==> src/tpc_map.svh <==
// register map, field positions and reset values of the port config bank
`ifndef TPC_MAP_SVH
`define TPC_MAP_SVH

// ----------------------------------------
// serial port
// ----------------------------------------
`define TPC_SLAVE_ADDR 7'h22

// ----------------------------------------
// register offsets
// ----------------------------------------
`define TPC_ADDR_IDENTITY 8'h01
`define TPC_ADDR_CC_SWITCH 8'h02
`define TPC_ADDR_MEASURE 8'h04
`define TPC_ADDR_PD_THRESH 8'h05
`define TPC_ADDR_SOURCE_CURRENT_LEVEL 8'h06
`define TPC_ADDR_EVENT_MASK 8'h0A
`define TPC_ADDR_POWER 8'h0B
`define TPC_ADDR_SOFT_RESET 8'h0C
`define TPC_ADDR_STATUS 8'h40
`define TPC_ADDR_FAULT 8'h41
`define TPC_ADDR_EVENTS 8'h42

// ----------------------------------------
// reset values
// ----------------------------------------
`define TPC_RST_CC_SWITCH 8'h03
`define TPC_RST_MEASURE 8'h00
`define TPC_RST_PD_THRESH 8'h20
`define TPC_RST_SOURCE_CURRENT_LEVEL 8'h20
`define TPC_RST_EVENT_MASK 8'h00
`define TPC_RST_POWER 8'h0F
`define TPC_RST_STATUS 8'h27
`define TPC_RST_FAULT 8'h28
`define TPC_RST_EVENTS 8'h25

// ----------------------------------------
// writable bits and fields
// ----------------------------------------
`define TPC_WMASK_MEASURE 8'h7F
`define TPC_WMASK_PD_THRESH 8'h3F
`define TPC_WMASK_SOURCE_CURRENT_LEVEL 8'h2C
`define TPC_WMASK_POWER 8'h0F
`define TPC_BIT_CC2_PULLUP 7
`define TPC_BIT_CC1_PULLUP 6
`define TPC_BIT_CC2_VCONN 5
`define TPC_BIT_CC1_VCONN 4
`define TPC_BIT_CC2_MEAS 3
`define TPC_BIT_CC1_MEAS 2
`define TPC_BIT_CC2_PDWN 1
`define TPC_BIT_CC1_PDWN 0
`define TPC_BIT_VBUS_MEAS 6
`define TPC_BIT_INT_MASK 5
`define TPC_BIT_SOFT_RESET 0
`define TPC_POWER_MEASURE 4'h7

`endif

==> src/tpc_pkg.sv <==
// types shared by the port config bank
package tpc_pkg;
  typedef enum logic [2:0] {
    ST_IDLE,
    ST_ADDR,
    ST_ACK_ADDR,
    ST_WBYTE,
    ST_ACK_W,
    ST_RBYTE,
    ST_ACK_R
  } tpc_state_t;
endpackage

==> src/tpc_port_config_registers.sv <==
// serial-port register bank of the type-c port controller
//
// Overview of operation
// - pull-up enable bits 7/6 source host current onto line 2/line 1.
// - bits 5/4 close the cable power switch onto line 2/line 1.
// - bit 3 routes measurement to line 2; host must set power field 0x07.
// - bits 1/0 enable sink pull-down termination for line 2/line 1.
// - identity register read-only: version code bits 7:3, revision bits 2:0.
// - current level 00 off, 01 default, 10 medium, 11 high.
`include "tpc_map.svh"
`timescale 1ns/100ps
`default_nettype none
module tpc_port_config_registers #(
  // arbitrary identity values
  parameter logic [4:0] VERSION_CODE = 5'h0A,
  parameter logic [2:0] REVISION_CODE = 3'h1
) (
  // clock and reset
  input wire logic clock,
  input wire logic reset,
  // serial port pins
  input wire logic sclIn,
  input wire logic sdaIn,
  output logic sdaOut,
  output var logic sdaDriveN,
  // line switch controls
  output logic cc2SourceCurrentEnable,
  output logic cc1SourceCurrentEnable,
  output logic [1:0] sourceCurrentLevel,
  output logic [1:0] cc2SourceCurrent,
  output logic [1:0] cc1SourceCurrent,
  output logic cablePowerToLine2,
  output logic cablePowerToLine1,
  output logic line2MeasureRoute,
  output logic line1MeasureRoute,
  output logic line2SinkTermination,
  output logic line1SinkTermination,
  // measurement, detection and power
  output logic busVoltageMeasureSelect,
  output logic [5:0] measureLevel,
  output logic [5:0] pdDetectThreshold,
  output logic interruptsMasked,
  output logic [7:0] eventMask,
  output logic [3:0] powerStateField,
  output logic measurePowered,
  output var logic softReset,
  // status from the analog side
  input wire logic [7:0] portStatusIn,
  input wire logic [7:0] portFaultIn,
  input wire logic [7:0] eventSet,
  output var logic [7:0] eventFlags
);
  // ----------------------------------------
  // pin conditioning
  // ----------------------------------------
  logic sclLvl;
  logic sdaLvl;
  logic sclPrev;
  logic sdaPrev;

  tpc_input_sync #(.RESET_VAL(1'b1)) sclSync (
    .clock(clock),
    .reset(reset),
    .pinIn(sclIn),
    .level(sclLvl)
  );
  tpc_input_sync #(.RESET_VAL(1'b1)) sdaSync (
    .clock(clock),
    .reset(reset),
    .pinIn(sdaIn),
    .level(sdaLvl)
  );

  always_ff @(posedge clock or posedge reset) begin
    if (reset) begin
      sclPrev <= 1'b1;
      sdaPrev <= 1'b1;
    end else begin
      sclPrev <= sclLvl;
      sdaPrev <= sdaLvl;
    end
  end

  logic sclRise;
  logic sclFall;
  logic startCond;
  logic stopCond;
  assign sclRise = sclLvl & ~sclPrev;
  assign sclFall = ~sclLvl & sclPrev;
  assign startCond = sclLvl & sclPrev & sdaPrev & ~sdaLvl;
  assign stopCond = sclLvl & sclPrev & ~sdaPrev & sdaLvl;
  // open drain: only ever pulls low
  assign sdaOut = 1'b0;

  // ----------------------------------------
  // register state
  // ----------------------------------------
  logic [7:0] ccSwitch;
  logic [7:0] measureCtl;
  logic [7:0] pdThresh;
  logic [7:0] hostCur;
  logic [7:0] power;
  logic [7:0] statusReg;
  logic [7:0] faultReg;
  logic [7:0] readValue;
  logic wrStrobe;
  logic [7:0] wrAddr;
  logic [7:0] wrData;
  logic rdStrobe;
  logic [7:0] rdAddr;
  logic [7:0] ptr;
  logic [7:0] shiftReg;

  // blank bits and unmapped offsets read as zero
  always_comb begin
    if (ptr == `TPC_ADDR_IDENTITY) begin
      readValue = {VERSION_CODE, REVISION_CODE};
    end else if (ptr == `TPC_ADDR_CC_SWITCH) begin
      readValue = ccSwitch;
    end else if (ptr == `TPC_ADDR_MEASURE) begin
      readValue = measureCtl;
    end else if (ptr == `TPC_ADDR_PD_THRESH) begin
      readValue = pdThresh;
    end else if (ptr == `TPC_ADDR_SOURCE_CURRENT_LEVEL) begin
      readValue = hostCur;
    end else if (ptr == `TPC_ADDR_EVENT_MASK) begin
      readValue = eventMask;
    end else if (ptr == `TPC_ADDR_POWER) begin
      readValue = power;
    end else if (ptr == `TPC_ADDR_STATUS) begin
      readValue = statusReg;
    end else if (ptr == `TPC_ADDR_FAULT) begin
      readValue = faultReg;
    end else if (ptr == `TPC_ADDR_EVENTS) begin
      readValue = eventFlags;
    end else begin
      readValue = 8'h00;
    end
  end

  // ----------------------------------------
  // serial slave
  // ----------------------------------------
  tpc_pkg::tpc_state_t state;
  logic [3:0] bitCnt;
  logic havePtr;
  logic readMode;

  always_ff @(posedge clock or posedge reset) begin
    if (reset) begin
      state <= tpc_pkg::ST_IDLE;
      bitCnt <= 4'h0;
      shiftReg <= 8'h00;
      ptr <= 8'h00;
      havePtr <= 1'b0;
      readMode <= 1'b0;
      sdaDriveN <= 1'b1;
      wrStrobe <= 1'b0;
      wrAddr <= 8'h00;
      wrData <= 8'h00;
      rdStrobe <= 1'b0;
      rdAddr <= 8'h00;
    end else begin
      wrStrobe <= 1'b0;
      rdStrobe <= 1'b0;
      if (startCond) begin
        state <= tpc_pkg::ST_ADDR;
        bitCnt <= 4'h0;
        havePtr <= 1'b0;
        sdaDriveN <= 1'b1;
      end else if (stopCond) begin
        state <= tpc_pkg::ST_IDLE;
        sdaDriveN <= 1'b1;
      end else begin
        case (state)
          tpc_pkg::ST_ADDR, tpc_pkg::ST_WBYTE: begin
            if (sclRise) begin
              shiftReg <= {shiftReg[6:0], sdaLvl};
              bitCnt <= bitCnt + 4'h1;
            end else if (sclFall && bitCnt == 4'h8) begin
              if (state == tpc_pkg::ST_ADDR) begin
                if (shiftReg[7:1] == `TPC_SLAVE_ADDR) begin
                  readMode <= shiftReg[0];
                  sdaDriveN <= 1'b0;
                  state <= tpc_pkg::ST_ACK_ADDR;
                end else begin
                  state <= tpc_pkg::ST_IDLE;
                end
              end else begin
                // first byte of a write sets the pointer, the rest store
                if (!havePtr) begin
                  ptr <= shiftReg;
                  havePtr <= 1'b1;
                end else begin
                  wrStrobe <= 1'b1;
                  wrAddr <= ptr;
                  wrData <= shiftReg;
                  ptr <= ptr + 8'h01;
                end
                sdaDriveN <= 1'b0;
                state <= tpc_pkg::ST_ACK_W;
              end
            end
          end
          tpc_pkg::ST_ACK_ADDR, tpc_pkg::ST_ACK_W, tpc_pkg::ST_ACK_R: begin
            if (state == tpc_pkg::ST_ACK_R && sclRise && sdaLvl) begin
              // not acknowledged: master ends the read
              state <= tpc_pkg::ST_IDLE;
            end else if (sclFall) begin
              bitCnt <= 4'h0;
              if (state != tpc_pkg::ST_ACK_W && (readMode || state == tpc_pkg::ST_ACK_R)) begin
                shiftReg <= readValue;
                sdaDriveN <= readValue[7];
                rdStrobe <= 1'b1;
                rdAddr <= ptr;
                ptr <= ptr + 8'h01;
                state <= tpc_pkg::ST_RBYTE;
              end else begin
                sdaDriveN <= 1'b1;
                state <= tpc_pkg::ST_WBYTE;
              end
            end
          end
          tpc_pkg::ST_RBYTE: begin
            if (sclFall) begin
              if (bitCnt == 4'h7) begin
                sdaDriveN <= 1'b1;
                state <= tpc_pkg::ST_ACK_R;
              end else begin
                shiftReg <= {shiftReg[6:0], 1'b0};
                sdaDriveN <= shiftReg[6];
                bitCnt <= bitCnt + 4'h1;
              end
            end
          end
          default: begin
            sdaDriveN <= 1'b1;
          end
        endcase
      end
    end
  end

  // ----------------------------------------
  // writable registers
  // ----------------------------------------
  // writes to read-only, reserved or unmapped offsets are dropped
  always_ff @(posedge clock or posedge reset) begin
    if (reset) begin
      ccSwitch <= `TPC_RST_CC_SWITCH;
      measureCtl <= `TPC_RST_MEASURE;
      pdThresh <= `TPC_RST_PD_THRESH;
      hostCur <= `TPC_RST_SOURCE_CURRENT_LEVEL;
      eventMask <= `TPC_RST_EVENT_MASK;
      power <= `TPC_RST_POWER;
    end else if (softReset) begin
      ccSwitch <= `TPC_RST_CC_SWITCH;
      measureCtl <= `TPC_RST_MEASURE;
      pdThresh <= `TPC_RST_PD_THRESH;
      hostCur <= `TPC_RST_SOURCE_CURRENT_LEVEL;
      eventMask <= `TPC_RST_EVENT_MASK;
      power <= `TPC_RST_POWER;
    end else if (wrStrobe) begin
      if (wrAddr == `TPC_ADDR_CC_SWITCH) begin
        ccSwitch <= wrData;
      end else if (wrAddr == `TPC_ADDR_MEASURE) begin
        measureCtl <= wrData & `TPC_WMASK_MEASURE;
      end else if (wrAddr == `TPC_ADDR_PD_THRESH) begin
        pdThresh <= wrData & `TPC_WMASK_PD_THRESH;
      end else if (wrAddr == `TPC_ADDR_SOURCE_CURRENT_LEVEL) begin
        hostCur <= wrData & `TPC_WMASK_SOURCE_CURRENT_LEVEL;
      end else if (wrAddr == `TPC_ADDR_EVENT_MASK) begin
        eventMask <= wrData;
      end else if (wrAddr == `TPC_ADDR_POWER) begin
        power <= wrData & `TPC_WMASK_POWER;
      end
    end
  end

  // soft reset self-clears after one cycle
  always_ff @(posedge clock or posedge reset) begin
    if (reset) begin
      softReset <= 1'b0;
    end else begin
      softReset <= wrStrobe && wrAddr == `TPC_ADDR_SOFT_RESET && wrData[`TPC_BIT_SOFT_RESET];
    end
  end

  // ----------------------------------------
  // status and event flags
  // ----------------------------------------
  always_ff @(posedge clock or posedge reset) begin
    if (reset) begin
      statusReg <= `TPC_RST_STATUS;
      faultReg <= `TPC_RST_FAULT;
    end else begin
      statusReg <= portStatusIn;
      faultReg <= portFaultIn;
    end
  end

  // read clears; a new event in the clearing cycle survives
  always_ff @(posedge clock or posedge reset) begin
    if (reset) begin
      eventFlags <= `TPC_RST_EVENTS;
    end else if (softReset) begin
      eventFlags <= `TPC_RST_EVENTS | eventSet;
    end else if (rdStrobe && rdAddr == `TPC_ADDR_EVENTS) begin
      eventFlags <= eventSet;
    end else begin
      eventFlags <= eventFlags | eventSet;
    end
  end

  // ----------------------------------------
  // switch and control outputs
  // ----------------------------------------
  // pull-up current per line
  assign cc2SourceCurrentEnable = ccSwitch[`TPC_BIT_CC2_PULLUP];
  assign cc1SourceCurrentEnable = ccSwitch[`TPC_BIT_CC1_PULLUP];
  // level gated by each line's enable
  assign sourceCurrentLevel = hostCur[3:2];
  assign cc2SourceCurrent = cc2SourceCurrentEnable ? sourceCurrentLevel : 2'b00;
  assign cc1SourceCurrent = cc1SourceCurrentEnable ? sourceCurrentLevel : 2'b00;
  assign cablePowerToLine2 = ccSwitch[`TPC_BIT_CC2_VCONN];
  assign cablePowerToLine1 = ccSwitch[`TPC_BIT_CC1_VCONN];
  assign line2MeasureRoute = ccSwitch[`TPC_BIT_CC2_MEAS];
  assign line1MeasureRoute = ccSwitch[`TPC_BIT_CC1_MEAS];
  assign line2SinkTermination = ccSwitch[`TPC_BIT_CC2_PDWN];
  assign line1SinkTermination = ccSwitch[`TPC_BIT_CC1_PDWN];
  // measure path only valid in power state 0x07
  assign measurePowered = power[3:0] == `TPC_POWER_MEASURE;
  assign busVoltageMeasureSelect = measureCtl[`TPC_BIT_VBUS_MEAS];
  assign measureLevel = measureCtl[5:0];
  assign pdDetectThreshold = pdThresh[5:0];
  assign interruptsMasked = hostCur[`TPC_BIT_INT_MASK];
  assign powerStateField = power[3:0];
endmodule
`default_nettype wire

==> src/tpc_input_sync.sv <==
// three-stage pin synchroniser with agreement filter
`timescale 1ns/100ps
`default_nettype none
module tpc_input_sync #(
  parameter logic RESET_VAL = 1'b1
) (
  // clock and reset
  input wire logic clock,
  input wire logic reset,
  // pin and filtered level
  input wire logic pinIn,
  output var logic level
);
  logic stage1;
  logic stage2;
  logic stage3;

  always_ff @(posedge clock or posedge reset) begin
    if (reset) begin
      stage1 <= RESET_VAL;
      stage2 <= RESET_VAL;
      stage3 <= RESET_VAL;
    end else begin
      stage1 <= pinIn;
      stage2 <= stage1;
      stage3 <= stage2;
    end
  end

  // stage1 is never looked at here, only stages two and three
  always_ff @(posedge clock or posedge reset) begin
    if (reset) begin
      level <= RESET_VAL;
    end else if (stage2 == stage3) begin
      level <= stage3;
    end
  end
endmodule
`default_nettype wire

==> config.mk <==
export PLATFORM = sky130hd
export DESIGN_NAME = tpc_port_config_registers
export DESIGN_NICKNAME = d
export VERILOG_FILES = /design/src/tpc_pkg.sv /design/src/tpc_port_config_registers.sv /design/src/tpc_input_sync.sv
export VERILOG_INCLUDE_DIRS = /design/src
export SDC_FILE = /design/constraint.sdc
export NUM_CORES = 1
export LEC_CHECK = 0
export BUFFER_PORTS_ARGS = -buffer_cell sky130_fd_sc_hd__buf_2
export CELL_PAD_IN_SITES_DETAIL_PLACEMENT = 1
export CELL_PAD_IN_SITES_GLOBAL_PLACEMENT = 2
export CORE_ASPECT_RATIO = 0.9
export CORE_MARGIN = 2
export CORE_UTILIZATION = 40
export DETAILED_ROUTE_END_ITERATION = 8
export PLACE_DENSITY = 0.9
export REMOVE_ABC_BUFFERS = 1
export SYNTH_ARGS = -nofsm -noshare
export SYNTH_HDL_FRONTEND = slang
export SYNTH_SLANG_ARGS = --single-unit
==> constraint.sdc <==
create_clock -name clock -period 10.1 [get_ports clock]
set_input_delay 2.02 -clock clock [delete_from_list [all_inputs] [get_ports clock]]
set_output_delay 2.02 -clock clock [all_outputs]
set_load 0.01 [all_outputs]
Word-level counts from Yosys, hierarchy flattened. Index checks and enable logic that the tools add are counted.

Muxes and demuxes: 113. Eq/ne operators: 61. Bitwise operators: 17. $add $sub $neg: 2. Reduce and logical (&&, ||, !) cells: 38.

Operator list (number): $mux W8 (58); $eq A8 B3 Y1 const B (6); $eq A8 B4 Y1 const B (5); $eq A8 B7 Y1 const B (4); $ne A2 B2 Y1 const B (16); $mux W1 (30); $mux W3 (10); $mux W4 (7); $reduce_and A7 Y1 (4); $ne A4 B4 Y1 const B (6); $pmux W8 S3 (1); $reduce_and A6 Y1 (4); $reduce_bool A2 Y1 (10); $ne A3 B3 Y1 const B (6); $reduce_and A9 Y1 (2); $eq A8 B2 Y1 const B (2); $pmux W8 S2 (1); $pmux W4 S3 (1); $ne A5 B5 Y1 const B (2); $reduce_and A5 Y1 (2); $eq A3 B3 Y1 const B (3); $not A1 Y1 (9); $pmux W3 S3 (1); $add A8 B1 Y8 const B (1); other kinds (23) (40).

Input bits: 28. Output and inout bits: 52. Bits in registers: 135.

Logic depth before layout (Yosys ltp). Gate-level depths: netlist of the first run.

Word-level depth: 17. Gate-level depth with buffers: 9.

Cells and area by module. A second synthesis of the first run with hierarchy kept.

Cell total of the unflattened synthesis: 597. Area total of the unflattened synthesis: 6159.7 um2.

Modules (own cells, without submodules): tpc_port_config_registers (cells an instance 585, seq. area each 2902.8 um2, times used 1, area each 5919.4 um2); tpc_input_sync (cells an instance 6, seq. area each 105.1 um2, times used 2, area each 120.1 um2).

Least setup slack after synthesis of the first run. OpenSTA, ideal clock, no wires.

Kind: reg2out. Start point: register power[2]. End point: output measurePowered. Data arrival time: 0.794 ns. Data required time: 8.080 ns. Slack: 7.286 ns. Path buffers: 0. Stages on the path, launching flop included: 2. Cells stage by stage: dfstp_2 > and4b_1.

Cells in the longest elaborated chain, start to end: 1.

RTL lines: from (decl) (line tpc_port_config_registers.sv:102) `logic [7:0] power;`; from (signal assigned) (line tpc_port_config_registers.sv:255) `` power <= `TPC_RST_POWER; ``; from (signal assigned) (line tpc_port_config_registers.sv:262) `` power <= `TPC_RST_POWER; ``; from (signal assigned) (line tpc_port_config_registers.sv:275) `` power <= wrData & `TPC_WMASK_POWER; ``; $eq A4 B3 Y1 (no source line); to (decl) (line tpc_port_config_registers.sv:45) `output logic measurePowered,`.

No other way between the ends.

Final worst setup path of the first run.
Start point: register power[3]. End point: output measurePowered.

The elaborated chain is that of the path after synthesis.

==> qor.yml, run 1 <==
yosys:
  synth_top_area_share_pct: 38.5
  synth_xor_area_share_pct: 0.263
  synthTopCellsByArea: "dfrtp_1, dfstp_2, mux2_2"
  synthSimpleGateAreaFrac_pct: 18.8
  ys_seq_area_share_pct: 50.4
  ys_async_sr_fraction_pct: 100
  synth_top_family_by_area: "simple AND/OR/NAND/NOR gates"
  syn_inst: 598
  synth_top_cell_by_area: "dfrtp_1"
  synth_most_common_cell: "dfrtp_1"
  synthFlopType: "dfrtp_1"
  synth_compound_area_share_pct: 15.7
  avgSynthCellArea_sq_um: 10.3
  ys_ff_latch: 123
  synth_cell_types: 77
  synthAdderAreaFrac_pct: 1.54
  synthMuxAreaShare_pct: 9.22
  synth_common_cells: "dfrtp_1, nand2_1, a21oi_1"
  synth_edf_count: 0
  yosysWarnings: 0
  synth_area_sq_mm: 0.00618
clocking:
  cts_tree: "yes"
  clock-sinks: 123
  ctsRootBufferMaster: "clkbuf_16"
  clock_latency_ps: 440
  cts_hold_buf: 0
  cts_buffers: 17
  cts_setup_buffers: 0
  htree_levels: 4
  postCtsResizedCells: 0
  cts.path.max_buffers: 2
  path_clk_slew_ps: 60
routing:
  drt_pre_antenna_iters: 5
  ant_nets: 0
  initialDrtViolationCount: 364
  drc_errors: 0
  vias: 5090
  wl_um: 18800
  viasPerCell: 5.80
  routedWlPerCell_um: 21.4
cells_and_area:
  layout-drive-gt1-share_pct: 27.8
  syn_to_final_growth_pct: 18.2
  nets: 697
  final_cell_area_sq_mm: 0.00730
  final_util_pct: 47.8
  fill_cells: 1756
  diodes: 0
floorplan:
  die_w_um: 135
  die_h_um: 122
  start_util_pct: 40.4
  io_pins: 80
  coreArea_sq_mm: 0.0153
  row_count: 43
  die_area_sq_mm: 0.0165
sta:
  whs_ps: 355
  tns_ps: 0
  skew_ps: 15.7
  setup_slack_ps: 6790
  fin_crit_ps: 3310
  setup_viol: 0
  slew_headroom_pct: 24.1
  max_clock_freq_mhz: 302
  fin_crit_sh_pct: 32.8
  hold_viol_final: 0
  rsz0062_at_grt: "no"
  slew_viol_final: 0
  tightest_slew_ps: 1140
critical_path:
  crit_path_max_fanout: 4
  arrival_ps: 1290
  worst_ep_required_time_ps: 8080
  endpoint_kind: "primary output"
  cp-start-kind: "register"
  crit_type: "register to primary output"
placement:
  place_area_sq_mm: 0.00668
  place.gp.congestion: 0.885
  place_ws_ps: 6480
  io_buffers: 78
  post-dp-hpwl_um: 12900
power_and_ir_drop:
  p_leak_uw: 0.00331
  p_per_area_mw_per_mm2: 257
  ir_worst_vdd_mv: 0.138
grt:
  track_usage_pct: 24.5
  grt_pass1_vias: 5403
  grt-ovfl-total: 0
  grt_max_degree: 71
  antenna_found_initial: 1
  grt_first_pass_wirelength_um: 30300
hold_path:
  hold_class: "register to register"
status:
  status: "finished, final reports clean"
job:
  maxCapViolations: 0
final cells by class:
class	instances	area [sq um]	area share (%)
sequential	123	3110	42.6
multi-input combinational	422	2820	38.6
clock buffer	20	489	6.70
timing repair buffer	84	435	5.97
tap	202	253	3.46
clock inverter	12	131	1.80
inverter	15	58.8	0.806
sequential cells by signal, summed over array words and instances, names as in the netlist, 6 cells and up:
register	cells
ccSwitch	8
eventFlags	8
eventMask	8
faultReg	8
ptr	8
rdAddr	8
shiftReg	8
statusReg	8
wrAddr	8
wrData	8
measureCtl	7
pdThresh	6
stage by stage:
stage               power [uW]  instances
CTS                       1880        878
detailed placement        1230        846
floorplan                 1040        560
finish                    1870        878
global route              1980        878
global placement          1210        846
critical path: stages (launching register included):
cell	delay, ps
dfstp_2	550
and4b_1	180
buf_2	130
report_power, final:
part           switching [uW]  total, uW  leakage, uW  internal [uW]
logic                     338        547      0.00147            210
clock network             239        638     0.000304            400
registers                 126        687      0.00153            561
total                     702       1870      0.00331           1170
kinds of logic after synthesis:
kind of cell             Yosys count
flip-flops                       123
buffers and inverters             53
AO/OA/AOI/OAI                    145
XOR/XNOR                           1
other                              1
multiplexers                      52
AND/OR/NAND/NOR                  215
adder cells (fa/ha/maj)            8
path summary, 6_finish.rpt:
path / startpoint / end / slack (ps) / depth (start not counted)
setup / recovery: power[3] / measurePowered / 6790 / 2
hold / removal: sclSync.stage1 / sclSync.stage2 / 360 / 0
setup reg to reg: state[1] / shiftReg[2] / 7390 / 5
hold reg to reg: sclSync.stage1 / sclSync.stage2 / 360 / 0
max in group asynchronous: reset / eventMask[2] / 7050 / 3
min in group asynchronous: reset / eventFlags[4] / 1700 / 2
per-layer routing:
layer	global-route usage, %	share of wire, %
met5	0	0
met4	10.0	2.2
met3	5.04	4.8
met2	38.4	47
met1	33.4	46
cells in the final DEF (no fill, tap or decap), types with 9 or more instances in the layout:
cell       synthesis  layout
a21oi_1           41      41
and2_1             9       9
buf_2              8      78
clkbuf_16          0      19
dfrtp_1           95      95
dfstp_2           28      28
inv_1             14      13
mux2_1            10      10
mux2_2            29      29
mux2i_1           13      13
nand2_1           60      60
nand2b_1          12      12
nand3_1           30      30
nor2_1            37      37
nor2b_1           15      15
o21ai_0           27      27
(Power assumes the default switching activity.)
==> inputs of run 2 (changes only) <==
CORE_UTILIZATION = 34   (was 40)
PLACE_DENSITY = 0.82   (was 0.9)
clock period = 3 ns   (was 10.1 ns; I/O delays follow)
==> run 2 against run 1 <==
Compared with the run above: cell area up 1.6%; cell count up 5.5%; routed wire length up 3.8%; die area up 17%; total power rose to 3.4 times the previous value; clock power rose to 3.3 times the previous value; core utilization down 5.9 points; worst setup slack worse by 6200 ps; first-iteration DRC count down 9.1%; sequential share of layout area down 0.67 points; register-to-register slack worse by 6900 ps; non-clock buffer count up 10.
==> qor.yml, run 2 (synthesis gave the netlist of run 1 again) <==
placement:
  placed_cells: 894
  io_buffers: 78
  post-dp-hpwl_um: 14000
  place.gp.congestion: 0.918
clocking:
  postCtsResizedCells: 0
  cts_tree: "yes"
  clock-sinks: 123
  cts_setup_buffers: 0
  clock_latency_ps: 420
  cts_buffers: 17
  cts.path.max_buffers: 2
  path_clk_slew_ps: 60
  ctsRootBufferMaster: "clkbuf_16"
  cts_hold_buf: 0
  htree_levels: 4
grt:
  grt-ovfl-total: 0
  antenna_found_initial: 0
  grt_pass1_vias: 5464
  grt_first_pass_wirelength_um: 31600
  track_usage_pct: 21.1
  grt_max_degree: 52
routing:
  drc_errors: 0
  ant_nets: 0
  drt_pre_antenna_iters: 5
  viasPerCell: 5.50
  initialDrtViolationCount: 331
  routedWlPerCell_um: 21.0
  vias: 5096
  wl_um: 19500
sta:
  fin_crit_sh_pct: 82.1
  setup_viol: 0
  max_clock_freq_mhz: 406
  slew_headroom_pct: 26.6
  tightest_slew_ps: 1100
  hold_viol_final: 0
  rsz0062_at_grt: "no"
  slew_viol_final: 0
  tns_ps: 0
  skew_ps: 7.88
  fin_crit_ps: 2460
floorplan:
  die_area_sq_mm: 0.0193
  coreArea_sq_mm: 0.0177
  row_count: 46
  start_util_pct: 34.8
  die_h_um: 132
  die_w_um: 146
  io_pins: 80
power_and_ir_drop:
  seqPwrFrac_pct: 36.5
  p_clk_share_pct: 33.2
  ir_worst_vdd_mv: 0.487
  p_int_uw: 4010
  finalPower_uw: 6300
  p_per_area_mw_per_mm2: 850
  p_comb_share_pct: 30.3
  netSwitchingPower_uw: 2290
  p_leak_uw: 0.00335
  swShare_pct: 36.4
cells_and_area:
  layout_common_cells: "dfrtp_1, buf_2, nand2_1, a21oi_1, nor2_1"
  diodes: 0
  fill_cells: 2055
  syn_to_final_growth_pct: 20.1
  multiInputGateArea_sq_mm: 0.00282
  seq_area_sq_mm: 0.00311
  final_common_cell: "dfrtp_1"
  stdcell_count: 926
  nets: 707
  layout-drive-gt1-share_pct: 28.1
hold_path:
  hold_class: "input pin to register"
critical_path:
  crit_type: "register to register"
  endpoint_kind: "register"
  cp-start-kind: "register"
  crit_path_max_fanout: 30
  arrival_ps: 2750
  worst_ep_required_time_ps: 3290
status:
  status: "finished, final reports clean"
job:
  maxCapViolations: 0
-- run 2: layout make-up --
type	instances	share of cell area, %
tap	240	4.05
clock buffer	26	7.04
inverter	15	0.793
sequential	123	42.0
clock inverter	6	1.08
multi-input combinational	422	38.0
timing repair buffer	94	7.05
-- run 2: metrics by stage --
step | hold slack [ps] | worst slack, ps | area, sq um | utilization (%)
final | 274 | 536 | 7420 | 41.8
after floorplan | 345 | -825 | 5980 | -
after detailed placement | 351 | 540 | 6810 | 38.4
after global placement | 346 | 637 | 6810 | 38.4
after global routing | 256 | 286 | 7420 | 41.8
after CTS | 258 | 504 | 7420 | 41.8
-- run 2: power by group through the flow --
stage | Sequential [uW] | Clock [uW] | Combinational (uW)
floorplan | 2160 | 0 | 1320
global placement | 2300 | 0 | 1830
detailed placement | 2320 | 0 | 1890
CTS | 2300 | 2120 | 1910
global route | 2350 | 2210 | 2120
finish | 2300 | 2090 | 1910
-- run 2: worst max-delay path, stage by stage, from the launching register on --
cell and delay [ps]:
dfrtp_1 450, inv_1 120, ha_1 880, o21ai_0 210, o211a_1 170, a2111oi_0 340, o31ai_1 130
-- run 2: path summary, 6_finish.rpt --
path | start | endpoint | slack (ps) | depth (start not counted)
worst min-delay path | portFaultIn[5] | faultReg[5] | 270 | 1
max in group asynchronous | reset | ptr[7] | 1930 | 3
worst max-delay path | ptr[1] | shiftReg[2] | 540 | 6
min in group asynchronous | reset | eventFlags[7] | 280 | 2
worst min register to register | sclSync.stage1 | sclSync.stage2 | 360 | 0
worst max register to register | ptr[1] | shiftReg[2] | 540 | 6
-- run 2: per-layer routing --
metal	share of wire (%)	GRT usage [%]	wire length, um	vias to the layer above
met1	48	29.8	9260	2629
met2	46	32.2	8920	136
met4	1.7	5.88	336	0
met5	0	0	0	-
li1	-	-	-	2305
met3	4.8	5.50	938	26
==> inputs of run 3 (changes only) <==
clock period = 2.2 ns   (was 3 ns; I/O delays follow)
==> run 3 against run 2 <==
Compared with the run above: sequential power grew 27%; clock power grew 36%; cell count grew 4.6%; critical path depth grew 1; worst hold slack lost 220 ps; die area is the same; largest power group is now combinational logic; routed wire length grew 1.5%; first-iteration DRC count shrank 16%; fmax grew 18%; combinational power grew 75%; sequential cell count is the same.
==> qor.yml, run 3 (synthesis gave the netlist of run 1 again) <==
status:
  status: "finished, final reports clean"
clocking:
  cts_buffers: 17
  path_clk_slew_ps: 60
  cts_tree: "yes"
  clock-sinks: 123
  clock_latency_ps: 420
  cts.path.max_buffers: 2
  ctsRootBufferMaster: "clkbuf_16"
  cts_hold_buf: 0
  htree_levels: 4
floorplan:
  coreArea_sq_mm: 0.0177
  io_pins: 80
  start_util_pct: 34.8
  row_count: 46
  die_h_um: 132
  die_w_um: 146
  die_area_sq_mm: 0.0193
critical_path:
  r2r-start: "state[2]"
  crit_path_max_fanout: 17
  cp-start-kind: "register"
  worst_ep_required_time_ps: 2500
  crit_type: "register to register"
  endpoint_kind: "register"
  startpoint: "state[2]"
  reg2regPathDepth: 7
  arrival_ps: 2380
routing:
  drt_pre_antenna_iters: 4
  routedWlPerCell_um: 20.4
  ant_nets: 0
  initialDrtViolationCount: 279
  wl_um: 19800
  viasPerCell: 5.38
  vias: 5210
  drc_errors: 0
cells_and_area:
  layout_common_cells: "dfrtp_1, buf_2, nand2_1, buf_4, a21oi_1"
  layout-drive-gt1-share_pct: 33.9
  fill_cells: 2054
  final_common_cell: "dfrtp_1"
  syn_to_final_growth_pct: 26.6
  nets: 749
  final_cell_area_sq_mm: 0.00782
sta:
  setup_slack_ps: 113
  slew_viol_final: 0
  hold_viol_final: 0
  tns_ps: 0
  setup_viol: 0
  fin_crit_sh_pct: 94.9
  tightest_slew_ps: 965
  max_clock_freq_mhz: 479
  skew_ps: 10.1
  slew_headroom_pct: 35.7
  fin_crit_ps: 2090
hold_path:
  hold_class: "input pin to async pin"
placement:
  place_area_sq_mm: 0.00714
  post-dp-hpwl_um: 14600
  place_ws_ps: 7.95
  io_buffers: 78
  place.gp.congestion: 0.879
power_and_ir_drop:
  p_leak_uw: 0.00356
  ir_worst_vdd_mv: 0.547
  p_per_area_mw_per_mm2: 1170
grt:
  grt_first_pass_wirelength_um: 32000
  grt-ovfl-total: 0
  antenna_found_initial: 0
  grt_pass1_vias: 5703
  track_usage_pct: 21.2
  grt_max_degree: 56
job:
  maxCapViolations: 0
run 3: cell types whose count changed in the layout (fill, tap and decap cells not counted), sizes merged:
cell and change:
clkinvlp +5, bufinv +1, diode +1, clkbuf -6, buf +42
run 3: critical path, stage by stage, from the launching register on:
cell	delay (ps)
dfrtp_1	460
nand2b_1	230
nor4_4	250
buf_4	160
and2_1	130
and3b_2	210
buf_12	160
mux2_1	350
run 3: per-stage QoR:
step / utilization [%] / instances / total power, uW / hold slack (ps)
final: 44.1 / 969 / 9120 / 54.1
after detailed placement: 40.3 / 931 / 6190 / 349
after floorplan: - / 560 / 4750 / 345
after global placement: 40.3 / 931 / 6070 / 347
after global routing: 44.1 / 968 / 9680 / 77.3
after CTS: 43.7 / 965 / 9100 / 62.6
run 3: repair_timing:
action / CTS / global route
endpoints found under the setup margin: 2 / 26
pin swaps: 0 / 1
buffers inserted: 2 / 3
resized for setup: 0 / 13
run 3: routing by layer:
layer / vias to the layer above / GRT usage [%] / routed length, um
met1: 2661 / 29.3 / 9200
met3: 18 / 4.46 / 1060
met5: - / 0 / 0
li1: 2401 / - / -
met4: 0 / 5.50 / 208
met2: 130 / 34.2 / 9280
run 3: final cells by class:
class | count | area, sq um | share of cell area, %
inverter | 15 | 62.6 | 0.800
clock inverter | 12 | 149 | 1.90
tap | 240 | 300 | 3.84
multi-input combinational | 422 | 2860 | 36.5
antenna | 1 | 2.50 | 0.0320
sequential | 123 | 3110 | 39.8
clock buffer | 20 | 447 | 5.71
timing repair buffer | 136 | 888 | 11.4
run 3: final timing paths:
kind	slack, ps	to
worst max-delay path	110	wrData[3]
worst min-delay path	50	eventFlags[4]
worst max register to register	110	wrData[3]
worst min register to register	360	sclSync.stage2
max in group asynchronous	1440	power[3]
min in group clock	120	sclSync.stage1
run 3: where the power goes:
group | leakage, uW | switching [uW] | internal, uW
logic | 0.00175 | 1910 | 1440
clock network | 0.000282 | 1040 | 1800
registers | 0.00153 | 346 | 2580
